--- config.mk ---
export PLATFORM = sky130hd
export DESIGN_NAME = srs_seq
export DESIGN_NICKNAME = d
export VERILOG_FILES = /design/src/hdl/srs_pkg.sv /design/src/hdl/srs_rx_if.sv /design/src/hdl/srs_rx.sv /design/src/hdl/srs_seq.sv
export SDC_FILE = /design/constraint.sdc
export NUM_CORES = 1
export LEC_CHECK = 0
export ABC_CLOCK_PERIOD_IN_PS = 2400
export BUFFER_PORTS_ARGS = -buffer_cell sky130_fd_sc_hd__buf_4
export CORE_MARGIN = 2
export CORE_UTILIZATION = 35
export CTS_BUF_LIST = sky130_fd_sc_hd__clkbuf_8
export CTS_CLUSTER_SIZE = 25
export DETAILED_ROUTE_END_ITERATION = 12
export PLACE_DENSITY = 0.53
export SYNTH_ARGS = -nofsm -noshare
export SYNTH_HDL_FRONTEND = slang
export SYNTH_SLANG_ARGS = --single-unit
--- constraint.sdc ---
create_clock -name ref_clk -period 2.4 [get_ports ref_clk]
set_input_delay 0.48 -clock ref_clk [delete_from_list [all_inputs] [get_ports ref_clk]]
set_output_delay 0.48 -clock ref_clk [all_outputs]
set_load 0.02 [all_outputs]
--- src/hdl/srs_pkg.sv ---
// Shared constants and types for the serial receive sequencer.
// Assumes a 100 MHz ref_clk and a 16-bit register port with byte addresses.
package srs_pkg;
    localparam int unsigned CLK_NS    = 10;
    localparam int unsigned RST_NS    = 500;
    localparam logic [7:0]  RST_CYC   = 8'((RST_NS + CLK_NS - 1) / CLK_NS);
    // Receiver bit time in clocks; default is 115200 baud
    localparam logic [15:0] BIT_CYC   = 16'h0364;

    localparam logic [7:0]  REG_CTRL  = 8'h00;
    localparam logic [7:0]  REG_COUNT = 8'h04;
    localparam logic [7:0]  REG_STAT  = 8'h08;
    localparam logic [7:0]  REG_MASK  = 8'h0C;
    localparam logic [7:0]  REG_DATA  = 8'h10;
    localparam logic [7:0]  REG_STATE = 8'h14;

    // Control register fields
    localparam int unsigned C_DTR_N   = 0;
    localparam int unsigned C_RTS     = 1;
    localparam int unsigned C_ECHO    = 3;
    localparam int unsigned C_BR_LO   = 4;
    localparam int unsigned C_RESET   = 8;
    localparam int unsigned C_BEGIN   = 9;
    localparam logic [3:0]  BR_START  = 4'h1;
    localparam logic [3:0]  BR_RING   = 4'h3;
    localparam logic [3:0]  BR_RINGIN = 4'h4;
    localparam logic [3:0]  MODE_RST  = 4'h0;

    // Status and mask fields
    localparam int unsigned S_DS      = 0;
    localparam int unsigned S_EOB     = 1;
    localparam int unsigned S_NOCAR   = 2;
    localparam int unsigned S_POERR   = 3;
    localparam int unsigned S_FRERR   = 4;
    localparam int unsigned S_DONE    = 5;
    localparam int unsigned S_W       = 6;
    localparam logic [5:0]  STAT_RST  = 6'h00;
    localparam logic [5:0]  MASK_RST  = 6'h00;
    localparam logic [15:0] COUNT_RST = 16'h0000;

    typedef enum logic [3:0] {
        ST_IDLE, ST_RING, ST_RST, ST_NEXT, ST_WAIT, ST_DS,
        ST_CHK_PO, ST_CLR, ST_CHK_FE, ST_EOB
    } srs_state_e;

    typedef enum logic [1:0] {RX_IDLE, RX_START, RX_BITS, RX_STOP} srs_rx_e;
endpackage

--- src/hdl/srs_rx_if.sv ---
// Link between the sequencer and its serial receiver.
// Assumes both ends run on ref_clk.
`timescale 1ns/1ps
interface srs_rx_if;
    logic       rst_pulse;
    logic       clr_ready;
    logic       ready;
    logic [7:0] data;
    logic       po_err;
    logic       fr_err;
    modport seq (output rst_pulse, output clr_ready,
                 input ready, input data, input po_err, input fr_err);
    modport rx  (input rst_pulse, input clr_ready,
                 output ready, output data, output po_err, output fr_err);
endinterface

--- src/hdl/srs_rx.sv ---
// Serial receiver: 8 data bits, even parity, one stop bit, LSB first.
// Assumes serial_rx_line is synchronous to ref_clk and idles high.
`timescale 1ns/1ps
module srs_rx (
    input  wire logic ref_clk,
    input  wire logic rstn,
    input  wire logic ce,
    input  wire logic serial_rx_line,
    srs_rx_if.rx      bus
);
    srs_pkg::srs_rx_e st_ff;
    logic [15:0]      tick_ff;
    logic [3:0]       bit_ff;
    logic [8:0]       sh_ff;

    wire tick_end = (tick_ff == 16'h0000);
    wire par_bad  = ^sh_ff;
    wire char_end = (st_ff == srs_pkg::RX_STOP) && tick_end;

    always_ff @(posedge ref_clk or negedge rstn) begin
        if (!rstn) begin
            st_ff      <= srs_pkg::RX_IDLE;
            tick_ff    <= 16'h0000;
            bit_ff     <= 4'h0;
            sh_ff      <= 9'h000;
            bus.ready  <= 1'b0;
            bus.data   <= 8'h00;
            bus.po_err <= 1'b0;
            bus.fr_err <= 1'b0;
        end else if (ce) begin
            if (bus.rst_pulse) begin
                st_ff      <= srs_pkg::RX_IDLE;
                bus.ready  <= 1'b0;
                bus.po_err <= 1'b0;
                bus.fr_err <= 1'b0;
            end else begin
                tick_ff <= tick_end ? tick_ff : tick_ff - 16'h0001;
                unique case (st_ff)
                    srs_pkg::RX_IDLE: if (!serial_rx_line) begin
                        st_ff   <= srs_pkg::RX_START;
                        tick_ff <= {1'b0, srs_pkg::BIT_CYC[15:1]};
                    end
                    srs_pkg::RX_START: if (tick_end) begin
                        // A glitch shorter than half a bit is not a start
                        st_ff   <= serial_rx_line ? srs_pkg::RX_IDLE : srs_pkg::RX_BITS;
                        tick_ff <= srs_pkg::BIT_CYC;
                        bit_ff  <= 4'h0;
                    end
                    srs_pkg::RX_BITS: if (tick_end) begin
                        sh_ff   <= {serial_rx_line, sh_ff[8:1]};
                        tick_ff <= srs_pkg::BIT_CYC;
                        bit_ff  <= bit_ff + 4'h1;
                        if (bit_ff == 4'h8)
                            st_ff <= srs_pkg::RX_STOP;
                    end
                    srs_pkg::RX_STOP: if (tick_end)
                        st_ff <= srs_pkg::RX_IDLE;
                endcase
                if (char_end) begin
                    bus.data   <= sh_ff[7:0];
                    bus.ready  <= 1'b1;
                    // Overrun: previous character never taken
                    bus.po_err <= par_bad | (bus.ready & ~bus.clr_ready);
                    bus.fr_err <= ~serial_rx_line;
                end else if (bus.clr_ready) begin
                    bus.ready  <= 1'b0;
                end
            end
        end
    end
endmodule

--- src/hdl/srs_seq.sv ---
// Receive sequencer top: register port, handshake lines, receiver instance.
// Assumes all inputs are synchronous to ref_clk; register read data one cycle late.
//
// The implementer's own choices: the register offsets and the plain strobed port.
`timescale 1ns/1ps
module srs_seq (
    input  wire logic        ref_clk,
    input  wire logic        rstn,
    input  wire logic        ce,
    input  wire logic [7:0]  reg_addr,
    input  wire logic [15:0] reg_wdata,
    input  wire logic        reg_wr,
    input  wire logic        reg_rd,
    output logic      [15:0] reg_rdata,
    input  wire logic        serial_rx_line,
    output logic             serial_tx_line,
    input  wire logic        carrier_present,
    input  wire logic        cts,
    input  wire logic        dsr,
    output logic             dtr,
    output logic             rts,
    output logic             ring,
    output logic             irq
);
    srs_rx_if rx ();

    srs_rx u_rx (
        .ref_clk        (ref_clk),
        .rstn           (rstn),
        .ce             (ce),
        .serial_rx_line (serial_rx_line),
        .bus            (rx.rx)
    );

    srs_pkg::srs_state_e          state_ff;
    srs_pkg::srs_state_e          nxt_state;
    logic [3:0]                   mode_ff;
    logic                         ring_only_ff;
    logic [15:0]                  count_ff;
    logic [7:0]                   pulse_ff;
    logic [srs_pkg::S_W-1:0]      stat_ff;
    logic [srs_pkg::S_W-1:0]      mask_ff;
    logic [srs_pkg::S_W-1:0]      ev_set;
    logic [15:0]                  rd_mux;

    // Bus decode, all gated by the clock enable
    wire wr_ctrl  = ce && reg_wr && (reg_addr == srs_pkg::REG_CTRL);
    wire wr_count = ce && reg_wr && (reg_addr == srs_pkg::REG_COUNT);
    wire wr_mask  = ce && reg_wr && (reg_addr == srs_pkg::REG_MASK);
    wire rd_stat  = ce && reg_rd && (reg_addr == srs_pkg::REG_STAT);
    wire rd_data  = ce && reg_rd && (reg_addr == srs_pkg::REG_DATA);
    wire cmd_rst  = wr_ctrl && reg_wdata[srs_pkg::C_RESET];
    wire cmd_beg  = wr_ctrl && reg_wdata[srs_pkg::C_BEGIN] && !cmd_rst;
    wire [3:0] br = reg_wdata[srs_pkg::C_BR_LO +: 4];
    wire in_idle  = (state_ff == srs_pkg::ST_IDLE);
    wire ds_take  = rd_data && (state_ff == srs_pkg::ST_DS);
    wire last_one = (count_ff <= 16'h0001);
    wire eob_ack  = rd_stat && stat_ff[srs_pkg::S_EOB];

    // Sequencer next state and its interrupt causes
    always_comb begin
        nxt_state = state_ff;
        ev_set    = '0;
        unique case (state_ff)
            srs_pkg::ST_IDLE:
                if (cmd_beg && br == srs_pkg::BR_START)
                    nxt_state = srs_pkg::ST_RST;
                else if (cmd_beg && (br == srs_pkg::BR_RING || br == srs_pkg::BR_RINGIN))
                    nxt_state = srs_pkg::ST_RING;
            srs_pkg::ST_RING:
                if (dsr)
                    nxt_state = ring_only_ff ? srs_pkg::ST_EOB : srs_pkg::ST_RST;
            srs_pkg::ST_RST:
                if (pulse_ff == 8'h01)
                    nxt_state = srs_pkg::ST_NEXT;
            srs_pkg::ST_NEXT:
                if (!rx.ready) begin
                    nxt_state = carrier_present ? srs_pkg::ST_WAIT : srs_pkg::ST_EOB;
                    ev_set[srs_pkg::S_NOCAR] = !carrier_present;
                end
            srs_pkg::ST_WAIT:
                if (rx.ready) begin
                    nxt_state = srs_pkg::ST_DS;
                    ev_set[srs_pkg::S_DS] = 1'b1;
                end else if (!carrier_present) begin
                    nxt_state = srs_pkg::ST_EOB;
                    ev_set[srs_pkg::S_NOCAR] = 1'b1;
                end
            srs_pkg::ST_DS:
                if (ds_take) begin
                    nxt_state = last_one ? srs_pkg::ST_EOB : srs_pkg::ST_CHK_PO;
                    ev_set[srs_pkg::S_DONE] = last_one;
                end
            srs_pkg::ST_CHK_PO: begin
                nxt_state = rx.po_err ? srs_pkg::ST_EOB : srs_pkg::ST_CLR;
                ev_set[srs_pkg::S_POERR] = rx.po_err;
            end
            srs_pkg::ST_CLR:
                nxt_state = srs_pkg::ST_CHK_FE;
            srs_pkg::ST_CHK_FE: begin
                nxt_state = rx.fr_err ? srs_pkg::ST_EOB : srs_pkg::ST_NEXT;
                ev_set[srs_pkg::S_FRERR] = rx.fr_err;
            end
            srs_pkg::ST_EOB:
                if (eob_ack)
                    nxt_state = srs_pkg::ST_IDLE;
        endcase
        if (cmd_rst)
            nxt_state = srs_pkg::ST_IDLE;
        ev_set[srs_pkg::S_EOB] = (nxt_state == srs_pkg::ST_EOB) &&
                                 (state_ff != srs_pkg::ST_EOB);
    end

    always_ff @(posedge ref_clk or negedge rstn) begin
        if (!rstn) begin
            state_ff     <= srs_pkg::ST_IDLE;
            mode_ff      <= srs_pkg::MODE_RST;
            ring_only_ff <= 1'b0;
            pulse_ff     <= 8'h00;
        end else if (ce) begin
            state_ff <= nxt_state;
            // Mode bits change only in idle or on the reset command
            if (cmd_rst)
                mode_ff <= srs_pkg::MODE_RST;
            else if (wr_ctrl && in_idle)
                mode_ff <= reg_wdata[3:0];
            if (cmd_beg && in_idle)
                ring_only_ff <= (br == srs_pkg::BR_RING);
            pulse_ff <= (nxt_state == srs_pkg::ST_RST && state_ff != srs_pkg::ST_RST)
                        ? srs_pkg::RST_CYC : pulse_ff - {7'h00, |pulse_ff};
        end
    end

    // Count: host load in idle, decrement per transfer
    always_ff @(posedge ref_clk or negedge rstn) begin
        if (!rstn)
            count_ff <= srs_pkg::COUNT_RST;
        else if (ds_take && !last_one)
            count_ff <= count_ff - 16'h0001;
        else if (ds_take)
            count_ff <= 16'h0000;
        else if (wr_count && in_idle)
            count_ff <= reg_wdata;
    end

    // Sticky status; an event in the clearing read's cycle survives
    always_ff @(posedge ref_clk or negedge rstn) begin
        if (!rstn) begin
            stat_ff <= srs_pkg::STAT_RST;
            mask_ff <= srs_pkg::MASK_RST;
        end else if (ce) begin
            stat_ff <= (rd_stat ? '0 : stat_ff) | ev_set;
            if (wr_mask)
                mask_ff <= reg_wdata[srs_pkg::S_W-1:0];
        end
    end

    assign rx.rst_pulse = (state_ff == srs_pkg::ST_RST);
    assign rx.clr_ready = (state_ff == srs_pkg::ST_CLR);

    always_comb begin
        unique case (reg_addr)
            srs_pkg::REG_CTRL:  rd_mux = {12'h000, mode_ff};
            srs_pkg::REG_COUNT: rd_mux = count_ff;
            srs_pkg::REG_STAT:  rd_mux = {10'h000, stat_ff};
            srs_pkg::REG_MASK:  rd_mux = {10'h000, mask_ff};
            srs_pkg::REG_DATA:  rd_mux = {8'h00, rx.data};
            srs_pkg::REG_STATE: rd_mux = {8'h00, cts, dsr, carrier_present, rx.ready,
                                          4'(state_ff)};
            default:            rd_mux = 16'h0000;
        endcase
    end

    always_ff @(posedge ref_clk or negedge rstn) begin
        if (!rstn) begin
            reg_rdata      <= 16'h0000;
            dtr            <= 1'b1;
            rts            <= 1'b0;
            ring           <= 1'b0;
            irq            <= 1'b0;
            serial_tx_line <= 1'b1;
        end else if (ce) begin
            reg_rdata <= reg_rd ? rd_mux : 16'h0000;
            dtr       <= ~mode_ff[srs_pkg::C_DTR_N];
            rts       <= mode_ff[srs_pkg::C_RTS];
            ring      <= (nxt_state == srs_pkg::ST_RING);
            irq       <= |(((rd_stat ? '0 : stat_ff) | ev_set) & mask_ff);
            // Echo mode loops the receive line back; otherwise mark idle
            serial_tx_line <= mode_ff[srs_pkg::C_ECHO] ? serial_rx_line : 1'b1;
        end
    end

    logic [7:0] plen_ff;
    always_ff @(posedge ref_clk or negedge rstn) begin
        if (!rstn)
            plen_ff <= 8'h00;
        else if (ce)
            plen_ff <= rx.rst_pulse ? plen_ff + 8'h01 : 8'h00;
    end
endmodule

# Yosys cells after proc, flatten, opt, wreduce, memory -nomap -nowiden
# Index checks and enable logic that the tools add are counted.
[totals]
regBits = 108
inputBits = 33
elab_cells = 174
[op_classes]
addsub = 4
n_lt_le_gt_ge = 1
n_eq_ne = 34
mux = 58
n_bitwise = 8
reduce_logical = 48
[ops]
columns = ["cell", "count"]
rows = [
  ["16-bit two-way mux", 7],
  ["16-bit case mux with 6 select lines", 1],
  ["4-bit two-way mux", 19],
  ["4-bit case mux with 10 select lines", 1],
  ["16-bit case mux with 2 select lines", 1],
  ["16-bit by 1-bit subtractor with 16-bit output, second input constant", 2],
  ["1-bit logical AND", 21],
  ["4-bit by 3-bit equality test with 1-bit output, second input constant", 5],
  ["1-bit two-way mux", 17],
  ["4-bit by 2-bit equality test with 1-bit output, second input constant", 4],
  ["4-bit equality test, second input constant", 4],
  ["8-bit by 4-bit equality test with 1-bit output, second input constant", 2],
  ["8-bit by 5-bit equality test with 1-bit output, second input constant", 2],
  ["16-bit by 1-bit <= comparator with 1-bit output, second input constant", 1],
  ["16-bit zero test", 1],
  ["2-bit two-way mux", 7],
  ["4-bit by 1-bit equality test with 1-bit output, second input constant", 3],
  ["3-bit by 2-bit inequality test with 1-bit output, second input constant", 4],
  ["2-bit AND reduction", 6],
  ["9-bit XOR reduction", 1],
  ["8-bit by 1-bit equality test with 1-bit output, second input constant", 1],
  ["8-bit by 3-bit equality test with 1-bit output, second input constant", 1],
  ["8-bit zero test", 1],
  ["8-bit two-way mux", 1],
  ["30 further kinds", 40],
]

# Depth between registers and ports, before layout
# Gate-level depths: netlist of the first run.
[logic_depth]
word_depth = 15
mapped_depth = 11

# Modules after synthesis
# Synthesis of the first run repeated with hierarchy kept, for this count alone.
[unflattened]
hier_cells = 686
area_unflattened_um2 = 6422.4
[by_module_without_submodules]
columns = ["mod", "n_inst", "cells_per_inst", "area_each_um2"]
rows = [
  ["srs_seq", 1, 446, 4056.4],
  ["srs_rx", 1, 240, 2366.0],
]

# Worst setup path after synthesis of the first run
# No wires, ideal clock.
[synth_path]
kind = "in2reg"
from = "in reg_addr[5]"
to = "reg pulse_ff[5]"
arrival_ns = 2.297
required_time_ns = 2.268
path_slack_ns = -0.029
stages = 7
n_path_buf = 0
path_cell_list = "or4b_4 -> nand4b_4 -> nor3_1 -> and3b_1 -> o21ai_4 -> nor4_4 -> or3b_1"
[synth_via]
elab_chain_len = 13
elab_cells_between_ends = 23
[synth_rtl]
columns = ["element", "line", "rtl"]
rows = [
  ["start: declaration", "srs_seq.sv:10", "input wire logic [7:0] reg_addr,"],
  ["8-bit zero test", "srs_seq.sv:47", "wire wr_ctrl = ce && reg_wr && (reg_addr == srs_pkg::REG_CTRL);"],
  ["1-bit logical AND", "srs_seq.sv:47", ""],
  ["1-bit logical AND", "srs_seq.sv:52", "wire cmd_rst = wr_ctrl && reg_wdata[srs_pkg::C_RESET];"],
  ["1-bit zero test", "srs_seq.sv:53", "wire cmd_beg = wr_ctrl && reg_wdata[srs_pkg::C_BEGIN] && !cmd_rst;"],
  ["1-bit logical AND", "srs_seq.sv:53", ""],
  ["1-bit logical AND", "srs_seq.sv:68", "else if (cmd_beg && (br == srs_pkg::BR_RING || br == srs_pkg::BR_RINGIN))"],
  ["4-bit two-way mux", "srs_seq.sv:68", ""],
  ["4-bit two-way mux", "srs_seq.sv:66", "if (cmd_beg && br == srs_pkg::BR_START)"],
  ["4-bit case mux with 10 select lines", "srs_seq.sv:64", "unique case (state_ff)"],
  ["4-bit two-way mux (*)", "srs_seq.sv:108", "if (cmd_rst)"],
  ["4-bit by 2-bit equality test with 1-bit output (*)", "srs_seq.sv:129", "pulse_ff <= (nxt_state == srs_pkg::ST_RST && state_ff != srs_pkg::ST_RST)"],
  ["1-bit logical AND (*)", "srs_seq.sv:129", ""],
  ["8-bit two-way mux (*)", "srs_seq.sv:130", "? srs_pkg::RST_CYC : pulse_ff - {7'h00, |pulse_ff};"],
  ["end signal: assignment", "srs_seq.sv:129", ""],
  ["end: declaration", "srs_seq.sv:40", "logic [7:0] pulse_ff;"],
]
# Mark *: on every way between the ends. The rest lies on a longest branch, timed or not.
# A chain may end at the register's enable or synchronous reset.

# Worst setup path after layout of the first run
[layout_path]
from = "reg u_rx.tick_ff[0]"
to = "reg u_rx.bus.data[1]"
[layout_via]
elab_chain_len = 3
[layout_rtl]
columns = ["element", "line", "rtl"]
rows = [
  ["start: declaration", "srs_rx.sv:12", "logic [15:0] tick_ff;"],
  ["start signal: assignment", "srs_rx.sv:37", "tick_ff <= tick_end ? tick_ff : tick_ff - 16'h0001;"],
  ["start signal: assignment", "srs_rx.sv:41", "tick_ff <= {1'b0, srs_pkg::BIT_CYC[15:1]};"],
  ["start signal: assignment", "srs_rx.sv:46", "tick_ff <= srs_pkg::BIT_CYC;"],
  ["16-bit zero test", "srs_rx.sv:16", "wire tick_end = (tick_ff == 16'h0000);"],
  ["1-bit logical AND", "srs_rx.sv:18", "wire char_end = (st_ff == srs_pkg::RX_STOP) && tick_end;"],
  ["3-bit AND reduction (no source line)", "--", ""],
  ["end signal: assignment", "srs_rx.sv:60", "bus.data <= sh_ff[7:0];"],
  ["end: declaration", "srs_rx_if.sv:14", "output ready, output data, output po_err, output fr_err);"],
]
# Every way passes these cells.

==> impl_results.rst, run 1 <==
.. list-table::
   :header-rows: 1

   * - Metric
     - Value
   * - Die Width
     - between 100 and 150 um
   * - Mapped Area
     - 6354 um^2
   * - Drt pass-1 iters
     - 5
   * - TNS Setup
     - 0 ns
   * - CP Buf/Inv Count
     - 3
   * - Time the worst path needs with I/O delays and setup
     - 2.340 ns
   * - Result of the run
     - finished, final reports clean
   * - Share of the clock period used by the worst path
     - 97.49%
   * - # H-tree levels
     - 3
   * - Routed WL
     - 18540 um
   * - Number of hold violations in the final report
     - 0
   * - Classification of the worst setup path
     - flip-flop to flip-flop
   * - Floorplan row count
     - 49
   * - Via total after detailed routing
     - 5818
   * - Share of total power consumed by net switching
     - about two fifths
   * - Cell area after layout
     - 8079 um^2
   * - Clock tree from TritonCTS
     - done
   * - Pin count of the biggest net entering global routing
     - 109
   * - Proportion of power drawn by combinational gates
     - 45.5%
   * - Hold bufs inserted after CTS
     - 0
   * - Longest individual stage delay on the worst path
     - 0.40 ns
   * - Number of ports placed on the die boundary
     - 54
   * - Clock input transition at the sequential cells of the worst setup and hold paths
     - 0.11 ns
   * - Async set-reset flop share out of synthesis
     - 100.0%
   * - CTS Sinks
     - 108
   * - Dominant synthesized flop cell
     - sky130_fd_sc_hd__dfrtp_1
   * - Remaining global-route overflow
     - 0
   * - Die height
     - ~140 um
   * - Fraction of the yosys area taken by sequential cells
     - 42.58%
   * - Placed Instance Area
     - 7732 um^2
   * - Mux share of post-synthesis cell area
     - 5.238%
   * - Number of flops mapped to enable cells by yosys
     - 0
   * - Startpoint kind of the worst setup timing path
     - flip-flop
   * - Remaining max-slew budget at the tightest pin
     - 59.68%
   * - Most frequent cells after synthesis
     - 106 x sky130_fd_sc_hd__dfrtp_1, 68 x sky130_fd_sc_hd__o21ai_0, 58 x sky130_fd_sc_hd__nor2_1, 57 x sky130_fd_sc_hd__nand2_1, 28 x sky130_fd_sc_hd__a21oi_1
   * - Die ar.
     - about 19000 um^2
   * - Post-synth cell types
     - 81
   * - Type of the most critical hold path
     - input port to async pin
   * - Instance count of the mapped netlist
     - 670
   * - Data arrival, critical path
     - 2.63 ns
   * - Combinational family with the most area after synthesis
     - compound AO/OA/AOI/OAI gates
   * - First-pass GRT wire length
     - 29860 um
   * - Average via count per standard cell
     - 5.552
   * - Worst setup margin
     - about 0.06 ns
   * - Iter 0 DRT Violations
     - 425
   * - Count leader, synth
     - sky130_fd_sc_hd__dfrtp_1
   * - Worst path slowest cell
     - sky130_fd_sc_hd__or3_4
   * - Compound-cell area share of the yosys netlist
     - between 20 and 25%
   * - Pwr Density
     - about 780 nW/um^2
   * - Number of warnings printed during yosys synthesis
     - 0
   * - Top cell family by delay on the critical path
     - simple AND/OR/NAND/NOR gates
   * - Later-pin clock latency in the skew report
     - 0.40 ns
   * - Initial Util
     - 35.49%
   * - Top cell type's share of synthesized area
     - about two fifths
   * - Post-synthesis share of cell area spent on and, or, nand and nor gates
     - 21.64%
   * - Routability congestion estimate
     - roughly 0.91
   * - Synth Area in Adders
     - 2.560%
   * - Data required time of the worst path
     - 2.69 ns
   * - Total GRT Usage
     - about a fifth
   * - Post-synthesis xor/xnor area fraction
     - 2.206%
   * - Routed length per placed instance
     - roughly 18 um
   * - Setup-failing EPs final
     - 0
   * - Root buffer cell
     - sky130_fd_sc_hd__clkbuf_8
   * - Via count of the first global-routing pass
     - 5580
   * - Port buffer count
     - 53
   * - Cell accounting for the most synthesized area
     - sky130_fd_sc_hd__dfrtp_1
   * - Area of the core region
     - 17900 um^2
   * - P_sw
     - ~2400 uW
   * - Top fanout value on the critical path
     - 11
   * - Post-synthesis register bit count
     - 108
   * - Synthesized Nets
     - just over 700
   * - Number of maximum-capacitance constraint violations
     - 0
   * - Number of max-slew violations in the final report
     - 0
   * - Antenna viol nets, final
     - 0
   * - Placement-stage worst setup slack
     - -0.2581 ns
   * - Ranking of synthesized cells by area
     - sky130_fd_sc_hd__dfrtp_1 42%, sky130_fd_sc_hd__o21ai_0 5.4%, sky130_fd_sc_hd__mux2_2 4.6%
   * - Unrepaired setup endpoints after global routing
     - yes
   * - Final antenna diode count
     - 0
   * - Peak Freq
     - about 430 MHz
   * - Critical path cell sequence
     - inv_1, ha_1, nand2b_1, or3_4, buf_4, nor3_1, nand3_1, buf_4, mux2_2
   * - Cell leakage power
     - between 0.003 and 0.004 uW
   * - Sequential power share
     - between 30% and 40%
   * - CTS max path bufs
     - 2
   * - Number of remaining DRC errors
     - 0
   * - Worst-case vdd ir drop
     - 0.0003845 V
   * - Relative area change from synthesis to final layout
     - 27.16%
   * - Worst Max-Slew Pin Slew
     - 0.5985 ns
   * - Clock network fraction of total power
     - 18.7%
   * - Sort of element at the end of the critical path
     - flip-flop
   * - Antenna violations before repair
     - 0
   * - Internal cell power
     - 3911 uW
   * - Final Net Count
     - 860
   * - CP Launch Point
     - u_rx.tick_ff[0]$_DFFE_PN0P_
   * - Hpwl dp
     - 13940 um
   * - Number of buffers created by CTS
     - 9
   * - Reg-to-reg startpoint
     - u_rx.tick_ff[0]$_DFFE_PN0P_
   * - Layout Utilization
     - 45.13%
   * - CP most frequent cell
     - sky130_fd_sc_hd__buf_4
   * - Final worst clock skew
     - 0.01616 ns
   * - Avg Synthesized Cell Area
     - approximately 9.5 um^2
   * - Share of layout cells above drive strength 1
     - 30.40%
## through the flow
step                std cells  total power [uW]  hold slack (ns)
finish                   1048              6326           0.1469
floorplan                 670              3964           0.1844
global route             1048              6751           0.1764
detailed placement       1026              4980           0.4743
CTS                      1042              6192           0.1637
global placement         1026              4915           0.4801
## cell families after synthesis
family | Yosys count
AOI/OAI and AO/OA | 209
xor gates and xnor gates | 16
adders and majority gates | 13
buffers and inverters | 54
DFF | 108
muxes | 30
and+or+nand+nor | 240
## power groups by stage
stage | Combinational [uW] | Clock [uW] | Sequential, uW
2_1_floorplan | 1750 | 0 | 2210
3_3_place_gp | 2630 | 0 | 2280
3_5_place_dp | 2690 | 0 | 2290
4_1_cts | 2700 | 1230 | 2260
5_1_grt | 3140 | 1300 | 2300
6_report | 2880 | 1180 | 2270
## registers in the layout (all words and copies together), names as in the netlist, 2 cells and up
register       flops
u_rx.bus.data      8
state_ff           4
mode_ff            4
u_rx.st_ff         2
u_rx.sh_ff         9
pulse_ff           8
u_rx.tick_ff      16
mask_ff            6
count_ff          16
reg_rdata         16
u_rx.bit_ff        4
stat_ff            6
## area by class of cell
| type | count | area [um^2] |
|---|---|---|
| Fill cell | 1742 | 9823 |
| Multi-Input combinational cell | 508 | 3525 |
| Sequential cell | 108 | 2709 |
| Timing Repair Buffer | 164 | 1267 |
| Tap cell | 229 | 286.5 |
| Clock buffer | 11 | 151.4 |
| Inverter | 23 | 86.33 |
| Clock inverter | 5 | 53.80 |
## timing repair
action	in CTS	in global routing
pin swaps	2	16
buffers inserted	0	6
cloned	0	0
endpoints found under the hold margin	0	0
gates resized for setup	6	16
setup endpoints to repair	10	16
## cells in the final DEF (no fill, tap or decap), drive strengths merged, types with 14 or more instances in the layout
cell type and n:
nand2 57, a22oi 15, dfrtp 106, nor2 58, o21ai 70, nor3 24
nand3 19, nand2b 14, buf 164, a21oi 29, inv 24, mux2 26
## path summary, 6_finish.rpt
path | cells past startpoint | slack (ns) | to
setup / recovery | 9 | 0.06 | u_rx.bus.data[1]$_DFFE_PN0P_
hold / removal | 2 | 0.15 | u_rx.tick_ff[12]$_DFFE_PN0P_
setup reg to reg | 9 | 0.06 | u_rx.bus.data[1]$_DFFE_PN0P_
hold reg to reg | 2 | 0.49 | u_rx.bus.fr_err$_DFFE_PN0P_
max in group asynchronous | 2 | 1.78 | count_ff[0]$_DFFE_PN0P_
min in group ref_clk | 2 | 0.31 | u_rx.st_ff[1]$_DFFE_PN0P_
## layer usage
| metal | GRT usage, % | wire length, um | up-vias |
|---|---|---|---|
| met1 | 28.05 | 8776 | 2832 |
| met5 | 0 | 0 | - |
| met2 | 30.56 | 8591 | 175 |
| met3 | 2.521 | 831 | 25 |
| met4 | 6.114 | 338 | 0 |
| li1 | - | - | 2786 |
(Power assumes the default switching activity.)
==> run 2: changes to the inputs <==
--- a/config.mk
+++ b/config.mk
@@ -5,14 +5,15 @@
 export SDC_FILE = /design/constraint.sdc
 export NUM_CORES = 1
 export LEC_CHECK = 0
-export ABC_CLOCK_PERIOD_IN_PS = 2400
+export ABC_CLOCK_PERIOD_IN_PS = 2820
 export BUFFER_PORTS_ARGS = -buffer_cell sky130_fd_sc_hd__buf_4
 export CORE_MARGIN = 2
 export CORE_UTILIZATION = 35
 export CTS_BUF_LIST = sky130_fd_sc_hd__clkbuf_8
 export CTS_CLUSTER_SIZE = 25
 export DETAILED_ROUTE_END_ITERATION = 12
-export PLACE_DENSITY = 0.53
+export PLACE_DENSITY = 0.51
+export RECOVER_POWER = 100
 export SYNTH_ARGS = -nofsm -noshare
 export SYNTH_HDL_FRONTEND = slang
 export SYNTH_SLANG_ARGS = --single-unit
==> constraint.sdc (replaced) <==
create_clock -name ref_clk -period 2.82 [get_ports ref_clk]
set_input_delay 0.564 -clock ref_clk [delete_from_list [all_inputs] [get_ports ref_clk]]
set_output_delay 0.564 -clock ref_clk [all_outputs]
set_load 0.02 [all_outputs]
==> run 2 against run 1 <==
  * Global-route usage decreased by 0.072 points
  * Sequential cell count did not move
  * Combinational power is 32% lower
  * Highest routed layer unchanged
  * Fmax fell by 9.3%
  * Total power shrank 22%
  * First-iteration DRC count up 1.4%
  * Clock skew shrank 0.0026 ns
  * Sequential power shrank 15%
==> impl_results.rst, run 2 (synthesized netlist as in run 1, its figures left out) <==
.. list-table::
   :header-rows: 1

   * - Metric
     - Value
   * - Result of the run
     - finished, final reports clean (unchanged)
   * - Iter 0 DRT Violations
     - 431 (was 425)
   * - Antenna violations before repair
     - 0 (unchanged)
   * - Number of ports placed on the die boundary
     - 54 (unchanged)
   * - Setup Fix Bufs, Post-CTS
     - 0 (unchanged)
   * - Instance count along the most critical hold path
     - 2
   * - Routability congestion estimate
     - 0.9686 (was 0.9139)
   * - Register-to-Register Path Depth
     - 8 (was 9)
   * - Cell leakage power
     - 0.003183 uW (was 0.003656 uW)
   * - CTS Sinks
     - 108 (unchanged)
   * - Min-Delay Startpoint
     - serial_rx_line
   * - Routed length on met3
     - 846 um (was 831 um)
   * - Via count of the first global-routing pass
     - 5480 (was 5580)
   * - Routed length per placed instance
     - 18.20 um (was 17.69 um)
   * - Hold worst-path end
     - u_rx.st_ff[1]$_DFFE_PN0P_
   * - CP Buf/Inv Count
     - 4 (was 3)
   * - Startpoint kind of the worst setup timing path
     - flip-flop (unchanged)
   * - Data required time of the worst path
     - 3.11 ns (was 2.69 ns)
   * - Number of hold violations in the final report
     - 0 (unchanged)
   * - Setup slack of the most critical reg-to-reg path
     - 0.24 ns (was 0.06 ns)
   * - Remaining global-route overflow
     - 0 (unchanged)
   * - First-pass GRT wire length
     - 30270 um (was 29860 um)
   * - Total met2 wirelength after detailed routing
     - 7933 um (was 8591 um)
   * - M1 wire length
     - 8943 um (was 8776 um)
   * - Type of the most critical hold path
     - input port to flip-flop (was input port to async pin)
   * - Fillcell total
     - 1831 (was 1742)
   * - Hpwl dp
     - 13410 um (was 13940 um)
   * - Time the worst path needs with I/O delays and setup
     - 2.579 ns (was 2.340 ns)
   * - Unrepaired setup endpoints after global routing
     - no (was yes)
   * - Floorplan row count
     - 49 (unchanged)
   * - Root buffer cell
     - sky130_fd_sc_hd__clkbuf_8 (unchanged)
   * - Cell Count, Final, Fillers Out
     - 986 (was 1048)
   * - Biggest regs
     - count_ff (16), reg_rdata (16), u_rx.tick_ff (16) (unchanged)
   * - CTS max path bufs
     - 2 (unchanged)
   * - Die Width
     - 138.7 um (unchanged)
   * - Clock tree from TritonCTS
     - done (unchanged)
   * - TNS Setup
     - 0 ns (unchanged)
   * - Number of remaining DRC errors
     - 0 (unchanged)
   * - Later-pin clock latency in the skew report
     - 0.39 ns (was 0.40 ns)
   * - Final antenna diode count
     - 0 (unchanged)
   * - Drt pass-1 iters
     - 9 (was 5)
   * - Highest routed metal layer
     - met4 (unchanged)
   * - Routed WL
     - 17950 um (was 18540 um)
   * - Share of the clock period used by the worst path
     - 91.44% (was 97.49%)
   * - Longest individual stage delay on the worst path
     - 0.52 ns (was 0.40 ns)
   * - Peak Freq
     - 387.8 MHz (was 427.4 MHz)
   * - Critical path cell sequence
     - clkbuf_1, nor4b_2, clkbuf_2, nor2_1, buf_4, nand3_1, clkbuf_1, mux2_2 (was inv_1, ha_1, nand2b_1, or3_4, buf_4, nor3_1, nand3_1, buf_4, mux2_2)
   * - Die height
     - 138.7 um (unchanged)
   * - Pin count of the biggest net entering global routing
     - 47 (was 109)
   * - Pwr Density
     - 672.6 nW/um^2 (was 783.0 nW/um^2)
   * - # H-tree levels
     - 3 (unchanged)
   * - Reg-to-Reg End
     - u_rx.bus.data[3]$_DFFE_PN0P_ (was u_rx.bus.data[1]$_DFFE_PN0P_)
   * - Total GRT Usage
     - 19.37% (was 19.44%)
   * - Final Net Count
     - 798 (was 860)
   * - Initial Util
     - 35.49% (unchanged)
   * - Average via count per standard cell
     - 5.634 (was 5.552)
   * - Share of layout cells above drive strength 1
     - 18.36% (was 30.40%)
   * - Remaining max-slew budget at the tightest pin
     - 6.302% (was 59.68%)
   * - Number of maximum-capacitance constraint violations
     - 0 (unchanged)
   * - Reg-to-reg startpoint
     - state_ff[2]$_DFFE_PN0P_ (was u_rx.tick_ff[0]$_DFFE_PN0P_)
   * - Via total after detailed routing
     - 5555 (was 5818)
   * - Setup-failing EPs final
     - 0 (unchanged)
   * - Worst Max-Slew Pin Slew
     - 1.405 ns (was 0.5985 ns)
   * - Die ar.
     - 19250 um^2 (unchanged)
   * - Sort of element at the end of the critical path
     - flip-flop (unchanged)
   * - Final worst clock skew
     - 0.01353 ns (was 0.01616 ns)
   * - Count of placed standard cells including taps
     - 970 (was 1026)
   * - Relative area change from synthesis to final layout
     - 15.71% (was 27.16%)
   * - Worst path slowest cell
     - sky130_fd_sc_hd__dfrtp_1 (was sky130_fd_sc_hd__or3_4)
   * - Classification of the worst setup path
     - flip-flop to flip-flop (unchanged)
   * - Data arrival, critical path
     - 2.87 ns (was 2.63 ns)
   * - Most frequent standard cell in the layout excluding fill and tap cells
     - sky130_fd_sc_hd__dfrtp_1 (was sky130_fd_sc_hd__buf_4)
   * - Top cell family by delay on the critical path
     - buffers and inverters (was simple AND/OR/NAND/NOR gates)
   * - Antenna viol nets, final
     - 0 (unchanged)
   * - Worst-case vdd ir drop
     - 0.0004574 V (was 0.0003845 V)
   * - Port buffer count
     - 53 (unchanged)
   * - Clock input transition at the sequential cells of the worst setup and hold paths
     - 0.11 ns (about the same)
   * - Number of buffers created by CTS
     - 9 (unchanged)
   * - Number of max-slew violations in the final report
     - 0 (unchanged)
   * - CP most frequent cell
     - sky130_fd_sc_hd__clkbuf_1 (was sky130_fd_sc_hd__buf_4)
   * - Area of the core region
     - 17900 um^2 (unchanged)
   * - Top fanout value on the critical path
     - 17 (was 11)
   * - Most frequent cells in the layout
     - 106 x sky130_fd_sc_hd__dfrtp_1, 69 x sky130_fd_sc_hd__o21ai_0, 65 x sky130_fd_sc_hd__buf_4 (was 159 x sky130_fd_sc_hd__buf_4, 103 x sky130_fd_sc_hd__dfrtp_1, 66 x sky130_fd_sc_hd__o21ai_0)
-- run 2: cell count changes in the layout (fill, tap and decap cells not counted), sizes merged --
cell / delta
buf: -98
clkbuf: +34
clkinv: +2
-- run 2: layout make-up --
cell class	count	area [um^2]	share of cell area, %
multi-input cells	508	3400	46.24
flip-flops and latches	108	2705	36.79
repair buffers	102	654.4	8.901
well taps	229	286.5	3.897
clock buffers	9	123.9	1.685
clock inverters	7	96.34	1.310
inverters	23	86.33	1.174
-- run 2: worst max path at each step --
stage,startpoint,endpoint,slack [ns],cells after the start
6_report,state_ff[2]$_DFFE_PN0P_,u_rx.bus.data[3]$_DFFE_PN0P_,0.24,8
5_1_grt,u_rx.tick_ff[0]$_DFFE_PN0P_,u_rx.tick_ff[0]$_DFFE_PN0P_,0.004,10
4_1_cts,u_rx.tick_ff[0]$_DFFE_PN0P_,u_rx.tick_ff[7]$_DFFE_PN0P_,0.22,9
3_5_place_dp,reg_addr[5],pulse_ff[5]$_DFFE_PN0P_,0.01,8
3_3_place_gp,reg_addr[5],pulse_ff[3]$_DFFE_PN0P_,0.04,9
2_1_floorplan,reg_addr[5],pulse_ff[5]$_DFFE_PN0P_,0.31,7
-- run 2: metal layers --
layer  vias up  global-route usage (%)
met5         -                       0
met1      2704                   29.11
met4         0                   4.785
met2       163                   29.29
met3        18                   3.073
li1       2670                       -
-- run 2: power breakdown --
part           internal [uW]  switching [uW]  leakage [uW]
sequential              1730             218       0.00138
clock                    433             600      0.000106
combinational            838            1130       0.00169
-- run 2: repair_timing --
item	4_1_cts	5_1_grt
setup endpoints to repair	0	2
gates resized for setup	0	1
hold buffers	0	0
-- run 2: worst register-to-register path, stage by stage (launching register included) --
cell	delay, ns
sky130_fd_sc_hd__dfrtp_1	0.52
sky130_fd_sc_hd__clkbuf_1	0.25
sky130_fd_sc_hd__nor4b_2	0.28
sky130_fd_sc_hd__clkbuf_2	0.23
sky130_fd_sc_hd__nor2_1	0.06
sky130_fd_sc_hd__buf_4	0.19
sky130_fd_sc_hd__nand3_1	0.09
sky130_fd_sc_hd__clkbuf_1	0.45
sky130_fd_sc_hd__mux2_2	0.41
-- run 2: stage by stage --
step	util, %	hold slack (ns)	setup slack, ns	instance area, um^2	total power (uW)
after detailed placement	40.78	0.4763	0.01402	7301	4019
after global placement	40.78	0.4777	0.04214	7301	3986
after CTS	42.01	0.2055	0.2168	7521	5087
after global routing	41.07	0.3647	0.003840	7352	5332
final	41.07	0.3791	0.2415	7352	4945
after floorplan	-	0.2684	0.3070	6354	3364
==> run 3: changes to the inputs <==
--- a/config.mk
+++ b/config.mk
@@ -13,7 +13,7 @@
 export CTS_CLUSTER_SIZE = 25
 export DETAILED_ROUTE_END_ITERATION = 12
 export PLACE_DENSITY = 0.51
-export RECOVER_POWER = 100
+export RECOVER_POWER = 25
 export SYNTH_ARGS = -nofsm -noshare
 export SYNTH_HDL_FRONTEND = slang
 export SYNTH_SLANG_ARGS = --single-unit
==> run 3 against run 2 <==
  * Total power increased by 2.1%
  * Critical path depth unchanged
  * Register-to-register slack about the same
  * First-iteration DRC count shrank 13%
  * Sequential cell count unchanged
  * Final area increased by 2.2%
  * Setup slack improved by 0.010 ns
  * Largest cell class unchanged
==> impl_results.rst, run 3 (synthesized netlist as in run 1, its figures left out) <==
.. list-table::
   :header-rows: 1

   * - Metric
     - Value
   * - Top fanout value on the critical path
     - 16 (was 17)
   * - Register area
     - 2705 um^2 (unchanged)
   * - Via count of the first global-routing pass
     - 5480 (unchanged)
   * - Share of layout cells above drive strength 1
     - 22.72% (was 18.36%)
   * - First-pass GRT wire length
     - 30270 um (unchanged)
   * - Hpwl dp
     - 13410 um (unchanged)
   * - Final antenna diode count
     - 0 (unchanged)
   * - Final Net Count
     - 798 (unchanged)
   * - Later-pin clock latency in the skew report
     - 0.39 ns (about the same)
   * - Unrepaired setup endpoints after global routing
     - no (unchanged)
   * - Final worst clock skew
     - 0.01392 ns (was 0.01353 ns)
   * - Most frequent cells in the layout
     - 106 x sky130_fd_sc_hd__dfrtp_1, 99 x sky130_fd_sc_hd__buf_4, 68 x sky130_fd_sc_hd__o21ai_0 (was 106 x sky130_fd_sc_hd__dfrtp_1, 69 x sky130_fd_sc_hd__o21ai_0, 65 x sky130_fd_sc_hd__buf_4)
   * - Cell leakage power
     - 0.003324 uW (was 0.003183 uW)
   * - Die Width
     - 138.7 um (unchanged)
   * - Number of maximum-capacitance constraint violations
     - 0 (unchanged)
   * - Iter 0 DRT Violations
     - 374 (was 431)
   * - Data arrival, critical path
     - 2.85 ns (was 2.87 ns)
   * - Pwr Density
     - 672.2 nW/um^2 (was 672.6 nW/um^2)
   * - Classification of the worst setup path
     - flip-flop to flip-flop (unchanged)
   * - Multi-input gate area in the final layout
     - 3440 um^2 (was 3400 um^2)
   * - Average via count per standard cell
     - 5.597 (was 5.634)
   * - Die ar.
     - 19250 um^2 (unchanged)
   * - Time the worst path needs with I/O delays and setup
     - 2.568 ns (was 2.579 ns)
   * - Remaining global-route overflow
     - 0 (unchanged)
   * - Routed WL
     - 17890 um (was 17950 um)
   * - Result of the run
     - finished, final reports clean (unchanged)
   * - Root buffer cell
     - sky130_fd_sc_hd__clkbuf_8 (unchanged)
   * - Drt pass-1 iters
     - 6 (was 9)
   * - Port buffer count
     - 53 (unchanged)
   * - Remaining max-slew budget at the tightest pin
     - 17.95% (was 6.302%)
   * - Area of the core region
     - 17900 um^2 (unchanged)
   * - Antenna violations before repair
     - 0 (unchanged)
   * - CTS max path bufs
     - 2 (unchanged)
   * - Fillcell total
     - 1795 (was 1831)
   * - Worst Max-Slew Pin Slew
     - 1.231 ns (was 1.405 ns)
   * - Total GRT Usage
     - 19.37% (unchanged)
   * - Peak Freq
     - 389.3 MHz (was 387.8 MHz)
   * - Data required time of the worst path
     - 3.10 ns (was 3.11 ns)
   * - CP Buf/Inv Count
     - 1 (was 4)
   * - Pin count of the biggest net entering global routing
     - 47 (unchanged)
   * - Longest individual stage delay on the worst path
     - 0.48 ns (was 0.52 ns)
   * - Die height
     - 138.7 um (unchanged)
   * - Initial Util
     - 35.49% (unchanged)
   * - Worst-case vdd ir drop
     - 0.0004600 V (was 0.0004574 V)
   * - Busiest metal layer after global routing
     - met2 (unchanged)
   * - Worst path slowest cell
     - sky130_fd_sc_hd__dfrtp_1 (unchanged)
   * - Routed length per placed instance
     - 18.14 um (was 18.20 um)
   * - Floorplan row count
     - 49 (unchanged)
   * - Top cell family by delay on the critical path
     - simple AND/OR/NAND/NOR gates (was buffers and inverters)
   * - Startpoint kind of the worst setup timing path
     - flip-flop (unchanged)
   * - Number of buffers created by CTS
     - 9 (unchanged)
   * - Sort of element at the end of the critical path
     - flip-flop (unchanged)
   * - CTS Sinks
     - 108 (unchanged)
   * - Number of ports placed on the die boundary
     - 54 (unchanged)
   * - Share of the clock period used by the worst path
     - 91.08% (was 91.44%)
   * - Met3 demand-to-capacity share in global routing
     - 3.073% (unchanged)
   * - Via total after detailed routing
     - 5519 (was 5555)
   * - Critical path cell sequence
     - buf_4, nand2b_1, or3b_2, a21oi_1, a211oi_1, a21oi_2, nor4_4, or3b_1 (was clkbuf_1, nor4b_2, clkbuf_2, nor2_1, buf_4, nand3_1, clkbuf_1, mux2_2)
   * - Number of remaining DRC errors
     - 0 (unchanged)
   * - Type of the most critical hold path
     - input port to flip-flop (unchanged)
   * - Setup-failing EPs final
     - 0 (unchanged)
   * - Final hold slack
     - 0.3827 ns (was 0.3791 ns)
   * - # H-tree levels
     - 3 (unchanged)
   * - Relative area change from synthesis to final layout
     - 18.22% (was 15.71%)
   * - Clock input transition at the sequential cells of the worst setup and hold paths
     - 0.11 ns (about the same)
   * - Met2 demand-to-capacity share in global routing
     - 29.29% (unchanged)
   * - Hold bufs inserted after CTS
     - 0 (unchanged)
   * - TNS Setup
     - 0 ns (unchanged)
   * - Number of hold violations in the final report
     - 0 (unchanged)
   * - Number of max-slew violations in the final report
     - 0 (unchanged)
   * - Routability congestion estimate
     - 0.9686 (unchanged)
   * - Antenna viol nets, final
     - 0 (unchanged)
   * - Biggest regs
     - count_ff (16), reg_rdata (16), u_rx.tick_ff (16) (unchanged)
   * - Clock tree from TritonCTS
     - done (unchanged)
   * - Met1 track utilization from global routing
     - 29.11% (unchanged)
   * - Most frequent standard cell in the layout excluding fill and tap cells
     - sky130_fd_sc_hd__dfrtp_1 (unchanged)
==> run 3: cell type report <==
type	instances	share of cell area [%]
clock buffers	9	1.649
clock inverters	7	1.283
well taps	229	3.815
repair buffers	102	10.29
multi-input cells	508	45.79
flip-flops and latches	108	36.02
inverters	23	1.149
==> run 3: final timing paths <==
kind / startpoint / endpoint / slack (ns) / cells past startpoint
worst max-delay path: state_ff[0]$_DFFE_PN0P_ / pulse_ff[5]$_DFFE_PN0P_ / 0.25 / 8
worst min-delay path: serial_rx_line / u_rx.st_ff[1]$_DFFE_PN0P_ / 0.38 / 2
worst max register to register: state_ff[0]$_DFFE_PN0P_ / pulse_ff[5]$_DFFE_PN0P_ / 0.25 / 8
worst min register to register: dtr$_DFFE_PN1P_ / dtr$_DFFE_PN1P_ / 0.50 / 2
max in group asynchronous: rstn / u_rx.bus.data[5]$_DFFE_PN0P_ / 0.75 / 2
min in group asynchronous: rstn / stat_ff[0]$_DFFE_PN0P_ / 0.42 / 1
==> run 3: where the power goes <==
group / total [uW] / switching, uW / internal [uW] / leakage, uW
registers: 1940 / 218 / 1730 / 0.00138
clock network: 1040 / 603 / 433 / 0.000106
logic: 2070 / 1170 / 898 / 0.00183
==> run 3: per-stage QoR <==
step | instances | setup WS, ns | area (um^2) | total power, uW | utilization, %
2_1_floorplan | 670 | 0.3070 | 6354 | 3364 | -
5_1_grt | 986 | 0.001154 | 7511 | 5442 | 41.96
4_1_cts | 986 | 0.2168 | 7521 | 5087 | 42.01
3_3_place_gp | 970 | 0.04214 | 7301 | 3986 | 40.78
3_5_place_dp | 970 | 0.01402 | 7301 | 4019 | 40.78
6_report | 986 | 0.2516 | 7511 | 5049 | 41.96
==> run 3: repair_timing <==
item | 4_1_cts | 5_1_grt
endpoints found under the setup margin | 0 | 2
resized for setup | 0 | 1
buffers inserted | 0 | 0
==> run 3: routing by layer <==
metal / routed length, um / share of wire [%]
met2: 7877 / 44
met1: 8923 / 50
met5: 0 / 0
met4: 218 / 1.2
met3: 867 / 4.8
